**config.mk**
```make
export PLATFORM = sky130hd
export DESIGN_NAME = tps_timer
export DESIGN_NICKNAME = d
export VERILOG_FILES = /design/src/tps_pkg.sv /design/src/tps_timer.sv
export VERILOG_INCLUDE_DIRS = /design/src
export SDC_FILE = /design/constraint.sdc
export NUM_CORES = 1
export LEC_CHECK = 0
export ABC_CLOCK_PERIOD_IN_PS = 2200
export BUFFER_PORTS_ARGS = -buffer_cell sky130_fd_sc_hd__buf_2
export CORE_ASPECT_RATIO = 1.1
export CORE_MARGIN = 5
export CORE_UTILIZATION = 32
export CTS_CLUSTER_DIAMETER = 120
export CTS_CLUSTER_SIZE = 30
export DETAILED_ROUTE_END_ITERATION = 10
export PLACE_DENSITY = 0.45
export SETUP_SLACK_MARGIN = 0.2
export SLEW_MARGIN = 5
export SYNTH_ARGS = -nofsm -noshare
export SYNTH_HDL_FRONTEND = slang
export SYNTH_SLANG_ARGS = --single-unit
```
**constraint.sdc**
```tcl
create_clock -name clk_i -period 2.2 [get_ports clk_i]
set_input_delay 0.55 -clock clk_i [delete_from_list [all_inputs] [get_ports clk_i]]
set_output_delay 0.55 -clock clk_i [all_outputs]
set_load 0.005 [all_outputs]
```
**src/tps_map.svh**
```systemverilog
/*
  Register map, field positions, reset values and timing counts for the
  timer prescaler block.
  Assumes a 10 MHz clock; one clock equals one instruction cycle.
*/
// Functional notes
// - An 8-bit counter divides the selected clock before it reaches the timer.
// - Every write to the timer low byte clears the prescaler while it is in use.
// - The prescaler count can be neither read nor written by software.
// - In 16-bit mode a write to the high-byte buffer leaves the prescaler alone.
// - A write to the high-byte buffer changes only the latch, not the timer.
// - A control bit enables the prescaler and three select bits read back as written.
// - With the prescaler in use the ratios run over powers of two from 1:2 to 1:256.
// - After a timer write incrementing is held off for two instruction cycles.
// - With the prescaler in use a write loads the timer at once and holds both counts.
// - At ratio 1:2 the timer holds for four input clocks after a write.
// - After the hold-off the timer advances once per ratio input clocks.
// - On a non-power-on reset the control register reads all ones.
`ifndef TPS_MAP_SVH
`define TPS_MAP_SVH
`define TPS_ADDR_W 2
`define TPS_OFF_LOW 2'h0
`define TPS_OFF_HIGH 2'h1
`define TPS_OFF_CTRL 2'h2
`define TPS_OFF_FLAGS 2'h3
`define TPS_CTRL_RST 8'hff
`define TPS_HIGH_RST 8'h00
`define TPS_FLAGS_RST 8'h00
`define TPS_BIT_RUN 7
`define TPS_BIT_W8 6
`define TPS_BIT_SRC 5
`define TPS_BIT_EDGE 4
`define TPS_BIT_PSA 3
`define TPS_PS_HI 2
`define TPS_PS_LO 0
`define TPS_BIT_OVF 2
`define TPS_BIT_OVIE 5
`define TPS_INHIBIT_CYC 2'h2
`endif

```
**src/tps_pkg.sv**
```systemverilog
/*
  Types shared by the timer prescaler block.
  Assumes the map header supplies all numeric constants.
*/
package tps_pkg;
  typedef struct packed {
    logic [1:0] addr;
    logic [7:0] wdata;
    logic wr;
    logic rd;
  } tps_bus_req_t;
endpackage

```
**src/tps_timer.sv**
```systemverilog
/*
  Timer with 8-bit prescaler, post-write increment inhibit and a small
  register port.
  Assumes one clock per instruction cycle and an external count pin
  that is asynchronous to clk_i.
*/
// Strobed register access and the register offsets were chosen for this implementation.
`timescale 1ns/1ns
`include "tps_map.svh"
module tps_timer (
  input wire logic clk_i,
  input wire logic rst_n_i,
  input wire logic por_i,
  input wire tps_pkg::tps_bus_req_t bus_i,
  input wire logic ext_count_pin_i,
  output logic [7:0] rdata_o,
  output logic overflow_o
);
  import tps_pkg::*;

  ////////////////////////////////////////////////////////////////
  logic rst_s1_reg;
  logic rst_s2_reg;
  always_ff @(posedge clk_i or negedge rst_n_i)
  begin
    if (!rst_n_i)
    begin
      rst_s1_reg <= 1'b0;
      rst_s2_reg <= 1'b0;
    end
    else
    begin
      rst_s1_reg <= 1'b1;
      rst_s2_reg <= rst_s1_reg;
    end
  end
  logic rst_n;
  assign rst_n = rst_s2_reg;

  // Pin sync; the second stage and its delayed copy feed the edge detect
  logic pin_s1_reg;
  logic pin_s2_reg;
  logic pin_prev_reg;
  always_ff @(posedge clk_i or negedge rst_n)
  begin
    if (!rst_n)
    begin
      pin_s1_reg <= 1'b0;
      pin_s2_reg <= 1'b0;
      pin_prev_reg <= 1'b0;
    end
    else
    begin
      pin_s1_reg <= ext_count_pin_i;
      pin_s2_reg <= pin_s1_reg;
      pin_prev_reg <= pin_s2_reg;
    end
  end

  ////////////////////////////////////////////////////////////////
  logic [7:0] timer_control_reg;
  logic [7:0] timer_high_byte_buffer_reg;
  logic [15:0] timer_count_reg;
  logic [7:0] prescaler_reg;
  logic [1:0] inhibit_reg;
  logic overflow_flag_reg;
  logic overflow_irq_enable_reg;
  logic por_seen_reg;

  logic wr_low;
  logic wr_high;
  logic wr_ctrl;
  logic wr_flags;
  always_comb
  begin
    wr_low = 1'b0;
    wr_high = 1'b0;
    wr_ctrl = 1'b0;
    wr_flags = 1'b0;
    if (bus_i.wr && bus_i.addr == `TPS_OFF_LOW)
      wr_low = 1'b1;
    else if (bus_i.wr && bus_i.addr == `TPS_OFF_HIGH)
      wr_high = 1'b1;
    else if (bus_i.wr && bus_i.addr == `TPS_OFF_CTRL)
      wr_ctrl = 1'b1;
    else if (bus_i.wr && bus_i.addr == `TPS_OFF_FLAGS)
      wr_flags = 1'b1;
  end

  logic run_en;
  logic width8;
  logic prescaler_assign_bit;
  logic [2:0] prescale_select_field;
  assign run_en = timer_control_reg[`TPS_BIT_RUN];
  assign width8 = timer_control_reg[`TPS_BIT_W8];
  assign prescaler_assign_bit = timer_control_reg[`TPS_BIT_PSA];
  assign prescale_select_field = timer_control_reg[`TPS_PS_HI:`TPS_PS_LO];

  // Selected input tick: instruction clock or chosen pin edge
  logic src_tick;
  always_comb
  begin
    if (!timer_control_reg[`TPS_BIT_SRC])
      src_tick = 1'b1;
    else if (timer_control_reg[`TPS_BIT_EDGE])
      src_tick = pin_prev_reg && !pin_s2_reg;
    else
      src_tick = !pin_prev_reg && pin_s2_reg;
  end

  logic hold;
  assign hold = (inhibit_reg != 2'h0);
  logic in_tick;
  assign in_tick = run_en && src_tick && !hold;

  // Terminal count: all low bits up to the select position set
  logic [7:0] ps_mask;
  assign ps_mask = 8'hff >> (3'h7 - prescale_select_field);
  logic ps_done;
  assign ps_done = ((prescaler_reg & ps_mask) == ps_mask);
  logic timer_tick;
  assign timer_tick = prescaler_assign_bit ? (in_tick && ps_done) : in_tick;

  ////////////////////////////////////////////////////////////////
  // Count is internal only; no decode reaches it
  always_ff @(posedge clk_i or negedge rst_n)
  begin
    if (!rst_n)
      prescaler_reg <= 8'h00;
    else if (wr_low && prescaler_assign_bit)
      prescaler_reg <= 8'h00;
    else if (prescaler_assign_bit && in_tick)
      prescaler_reg <= ps_done ? 8'h00 : prescaler_reg + 8'h01;
  end

  // Two-cycle hold; at 1:2 this costs four input clocks total
  always_ff @(posedge clk_i or negedge rst_n)
  begin
    if (!rst_n)
      inhibit_reg <= 2'h0;
    else if (wr_low)
      inhibit_reg <= `TPS_INHIBIT_CYC;
    else if (hold)
      inhibit_reg <= inhibit_reg - 2'h1;
  end

  logic [15:0] count_inc;
  assign count_inc = timer_count_reg + 16'h0001;
  logic wrap;
  assign wrap = timer_tick && (width8 ? (timer_count_reg[7:0] == 8'hff)
                                      : (timer_count_reg == 16'hffff));

  always_ff @(posedge clk_i or negedge rst_n)
  begin
    if (!rst_n)
      timer_count_reg <= 16'h0000;
    else if (wr_low)
      timer_count_reg <= width8 ? {8'h00, bus_i.wdata}
                                : {timer_high_byte_buffer_reg, bus_i.wdata};
    else if (timer_tick)
      timer_count_reg <= width8 ? {8'h00, count_inc[7:0]} : count_inc;
  end

  // High buffer: latch only, timer unaffected
  always_ff @(posedge clk_i or negedge rst_n)
  begin
    if (!rst_n)
      timer_high_byte_buffer_reg <= `TPS_HIGH_RST;
    else if (wr_high)
      timer_high_byte_buffer_reg <= bus_i.wdata;
    else if (bus_i.rd && bus_i.addr == `TPS_OFF_LOW && !width8)
      timer_high_byte_buffer_reg <= timer_count_reg[15:8];
  end

  ////////////////////////////////////////////////////////////////
  always_ff @(posedge clk_i or negedge rst_n)
  begin
    if (!rst_n)
      timer_control_reg <= `TPS_CTRL_RST;
    else if (wr_ctrl)
      timer_control_reg <= bus_i.wdata;
  end

  // Power-on caught after release; kept but never read out
  always_ff @(posedge clk_i or negedge rst_n)
  begin
    if (!rst_n)
      por_seen_reg <= 1'b0;
    else if (por_i)
      por_seen_reg <= 1'b1;
  end

  // Set beats clear in the same cycle
  always_ff @(posedge clk_i or negedge rst_n)
  begin
    if (!rst_n)
    begin
      overflow_flag_reg <= 1'b0;
      overflow_irq_enable_reg <= 1'b0;
    end
    else
    begin
      if (wrap)
        overflow_flag_reg <= 1'b1;
      else if (wr_flags)
        overflow_flag_reg <= bus_i.wdata[`TPS_BIT_OVF];
      if (wr_flags)
        overflow_irq_enable_reg <= bus_i.wdata[`TPS_BIT_OVIE];
    end
  end

  ////////////////////////////////////////////////////////////////
  always_ff @(posedge clk_i or negedge rst_n)
  begin
    if (!rst_n)
      rdata_o <= 8'h00;
    else if (!bus_i.rd)
      rdata_o <= 8'h00;
    else if (bus_i.addr == `TPS_OFF_LOW)
      rdata_o <= timer_count_reg[7:0];
    else if (bus_i.addr == `TPS_OFF_HIGH)
      rdata_o <= width8 ? 8'h00 : timer_high_byte_buffer_reg;
    else if (bus_i.addr == `TPS_OFF_CTRL)
      rdata_o <= timer_control_reg;
    else
    begin
      rdata_o <= `TPS_FLAGS_RST;
      rdata_o[`TPS_BIT_OVF] <= overflow_flag_reg;
      rdata_o[`TPS_BIT_OVIE] <= overflow_irq_enable_reg;
    end
  end

  always_ff @(posedge clk_i or negedge rst_n)
  begin
    if (!rst_n)
      overflow_o <= 1'b0;
    else
      overflow_o <= overflow_flag_reg && overflow_irq_enable_reg;
  end
endmodule

```
==> out/results.md <==
| Stage | Parameter | This run |
| --- | --- | --- |
| power and ir drop | Sequential share of power | 48.3% |
| finish | Share of cells above drive strength 1 | 24.1% |
| floorplan | Die outline height | 111 um |
| finish | Flip-flop count of the largest register after layout | 16 |
| synthesis | Number of nets in the synthesized netlist | 327 |
| finish | Post-route cell area | 0.00352 mm2 |
| critical path | Worst reg2reg path startpoint | timer_count_reg[1] |
| synthesis | Async SR Flop Fraction | 100% |
| synthesis | Mapped Avg Cell Area | 9.73 um2 |
| synthesis | EDFF count, synth | 0 |
| timing | Slew of the pin with the lowest slew margin | 0.749 ns |
| global routing | GRT Residual Overflow | 0 |
| route | Metal1 wirelength | 3.87 mm |
| route | DRC violations left | 0 |
| clock tree | Clock latency at the later pin of the worst-skew pair | 0.34 ns |
| power and ir drop | Share of total power consumed by net switching | 35.4% |
| power and ir drop | Combinational group share of total power | 26.3% |
| global routing | Wire length of the first global-routing pass | 13.4 mm |
| route | Wirelength per Cell | 17.2 um |
| critical path | Type of the setup path with the least slack | flip-flop to flip-flop |
| critical path | Largest fanout of any net on the critical path | 6 |
| synthesis | Top cells by area in the synthesized netlist | sky130_fd_sc_hd__dfrtp_1 (42%), sky130_fd_sc_hd__dfstp_2 (7.0%), sky130_fd_sc_hd__nor2_1 (4.0%) |
| clock tree | Buffer type at the clock tree root | sky130_fd_sc_hd__clkbuf_8 |
| power and ir drop | Leakage component of the power | 0.00158 uW |
| finish | Nets | 367 |
| critical path | Data required time at the worst endpoint | 2.43 ns |
| route | Met3 routed wirelength | 346 um |
| floorplan | Area of the core | 0.00926 mm2 |
| timing | Max Clock Freq | 526 MHz |
| run status | Status | complete, no violations |
| critical path | Arrival time of data at the critical path endpoint | 2.13 ns |
| timing | Final period util | 86.5% |
| placed design | Instance area after placement | 0.00332 mm2 |
| critical path | Kind of start point of the critical path | flip-flop |
| finish | Layout fillers | 950 |
| power and ir drop | Cell Int Power | 2190 uW |
| global routing | GR Util All Layers | 15.3% |
| timing | Final Hold Slack | 0.318 ns |
| placed design | Detailed placement HPWL | 5.77 mm |
| synthesis | Fraction of the yosys area taken by sequential cells | 48.8% |
| global routing | Vias in the first global route | 2386 |
| clock tree | Clock Sinks | 58 |
| finish | Most common library cell in the layout ignoring fill and taps | sky130_fd_sc_hd__dfrtp_1 |
| critical path | Worst reg2reg endpoint | timer_count_reg[10] |
| timing | Total negative slack for setup checks | 0 ns |
| clock tree | Number of buffers added by the clock tree synthesis step | 9 |
| route | Antenna Violating Nets Remaining | 0 |
| critical path | Kind of capture point of the worst setup path | flip-flop |
| finish | Most used cells in the layout excluding fill and tap cells | sky130_fd_sc_hd__dfrtp_1 (48), sky130_fd_sc_hd__nor2_1 (32), sky130_fd_sc_hd__nand2_1 (28), sky130_fd_sc_hd__buf_2 (23), sky130_fd_sc_hd__o21ai_0 (21) |
| floorplan | Die footprint | 0.0114 mm2 |
| route | Violation count after the first detailed-route iteration | 175 |
| critical path | Path depth of the worst reg2reg path | 7 |
| clock tree | Clock tree from TritonCTS | built |
| floorplan | Initial Util | 32.4% |
| flow run | Max-capacitance violation count | 0 |
| timing | Period minus WS final | 1.90 ns |
| synthesis | Largest area contributor in the netlist | sky130_fd_sc_hd__dfrtp_1 |
| synthesis | Number of synthesis warnings | 0 |
| route | WL met2 | 3.74 mm |
| clock tree | Clock input transition at the sequential cells of the worst setup and hold paths | 0.07 ns |
| finish | P&R area growth vs syn | 17.5% |
| min path | Min-Delay Path Class | input pin to flip-flop |
| synthesis | Gate count of the mapped netlist | 308 |
| placed design | Global placer's final weighted congestion | 0.760 |
| timing | Setup Viol. Count Final | 0 |
| global routing | Initial antenna violation count | 0 |
| floorplan | Number of ports placed on the die boundary | 25 |
| timing | Layout Skew | 0.0125 ns |
| route | Wirelength, routed | 8.10 mm |
| power and ir drop | Clk pwr share | 25.4% |
| route | Highest layer used for signal routing | met4 |
| timing | RSZ-0062 raised after global routing | false |
| critical path | Reg2reg setup slack | 0.30 ns |
| timing | Number of pins exceeding their max-slew limit in the final report | 0 |
| clock tree | Level count of the clock H-tree | 3 |
| power and ir drop | Power per Cell Area | 963 mW/mm2 |
| timing | Final hold violation count | 0 |
| min path | Min-Delay Startpoint | ext_count_pin_i |
| clock tree | Buffer depth of the longest clock path | 2 |
| synthesis | Commonest register cell after synthesis | sky130_fd_sc_hd__dfrtp_1 |
| finish | Number of diodes added for antenna fixing | 0 |
| synthesis | Count of unique library cells instantiated by Yosys | 56 |
| route | Number of vias after detailed routing | 2446 |
| power and ir drop | Worst supply voltage drop on vdd | 0.232 mV |
| synthesis | Post-synthesis cell area | 0.00300 mm2 |
| placed design | Number of port buffers | 23 |
| min path | Worst Hold Path Cells | 1 |
| route | Detailed-router iteration count before antenna repair | 4 |
| global routing | Pin count of the biggest net entering global routing | 57 |
| route | Detail-routed via count per cell | 5.20 |
| synthesis | Yosys top cell area share | 41.8% |
| timing | Worst-case headroom to the max-slew limit | 50.1% |
| power and ir drop | Power dissipated by switching net loads | 1200 uW |
| floorplan | Die width | 102 um |
| min path | WHS Endpoint | pin_s1_reg |
| synthesis | Number of storage elements in the synthesis netlist | 58 |
| floorplan | Standard-cell rows | 37 |
critical path, stage by stage, from the launching register on:
cell and delay (ns):
sky130_fd_sc_hd__dfrtp_1 0.45, sky130_fd_sc_hd__ha_1 0.24, sky130_fd_sc_hd__nand4_1 0.19, sky130_fd_sc_hd__or2_1 0.32, sky130_fd_sc_hd__o21a_1 0.19, sky130_fd_sc_hd__a31oi_1 0.13, sky130_fd_sc_hd__a2bb2oi_1 0.18, sky130_fd_sc_hd__o21ai_0 0.09
power by group through the flow:
stage	Sequential (uW)	Clock, uW	Combinational, uW
after floorplan	1550	0	672
after global placement	1650	0	861
after detailed placement	1650	0	876
after CTS	1630	885	886
after global routing	1680	942	1030
final	1640	861	893
stage by stage:
stage,cells,utilization [%],worst slack (ns),power [uW]
2_1_floorplan,308,-,0.433,2220
3_3_place_gp,451,35.8,0.139,2510
3_5_place_dp,451,35.8,0.108,2530
4_1_cts,469,37.8,0.204,3400
5_1_grt,470,38.0,0.188,3650
6_report,470,38.0,0.298,3390
cell usage after synthesis, types with 7 or more instances:
cell / n
sky130_fd_sc_hd__nand3_1: 14
sky130_fd_sc_hd__clkbuf_1: 7
sky130_fd_sc_hd__a21oi_1: 19
sky130_fd_sc_hd__nor2_1: 32
sky130_fd_sc_hd__inv_1: 13
sky130_fd_sc_hd__dfstp_2: 8
sky130_fd_sc_hd__dfrtp_1: 50
sky130_fd_sc_hd__nand4_1: 7
sky130_fd_sc_hd__o21ai_0: 21
sky130_fd_sc_hd__nand2_1: 28
sky130_fd_sc_hd__mux2_2: 9
cell type report:
class	instances	area (um2)	area share, %
Tap cell	117	146	4.16
Inverter	14	52.6	1.49
Sequential cell	58	1460	41.6
Clock inverter	4	20.0	0.569
Timing Repair Buffer	41	253	7.18
Multi-Input combinational cell	224	1440	40.9
Clock buffer	12	145	4.12
cells by family (layout without fill, tap and decap cells):
| logic type | count (synthesis) | after routing | share of synthesized area, % |
|---|---|---|---|
| AND/OR/NAND/NOR | 114 | 114 | 18.5 |
| AO/OA/AOI/OAI | 82 | 82 | 19.3 |
| flip-flops | 58 | 58 | 48.8 |
| buffers and inverters | 26 | 71 | 3.63 |
| multiplexers | 16 | 16 | 6.14 |
| XOR/XNOR | 8 | 8 | 2.34 |
| adder cells (fa/ha/maj) | 3 | 3 | 1.25 |
| other | 1 | 1 | 0.125 |
worst max path at each step:
stage	start	end	slack, ns	cells after the start
6_report	timer_count_reg[1]	timer_count_reg[10]	0.30	7
5_1_grt	timer_control_reg[2]	timer_count_reg[14]	0.19	7
4_1_cts	timer_control_reg[2]	timer_count_reg[9]	0.20	7
3_5_place_dp	timer_control_reg[2]	timer_count_reg[9]	0.11	7
3_3_place_gp	timer_control_reg[2]	timer_count_reg[1]	0.14	7
2_1_floorplan	bus_i[10]	prescaler_reg[2]	0.43	7
metal layers:
metal  vias up  GRT usage (%)
li1       1190              -
met1      1194           21.6
met2        52           22.7
met3        10           3.70
met4         0           5.16
met5         -              0
timing repair:
item / CTS / global route
buffers inserted: 1 / 1
hold buffers: 1 / 0
setup endpoints to repair: 12 / 11
endpoints found under the hold margin: 2 / 0
resized for setup: 2 / 6
pin swaps: 1 / 0
(Power assumes the default switching activity.)
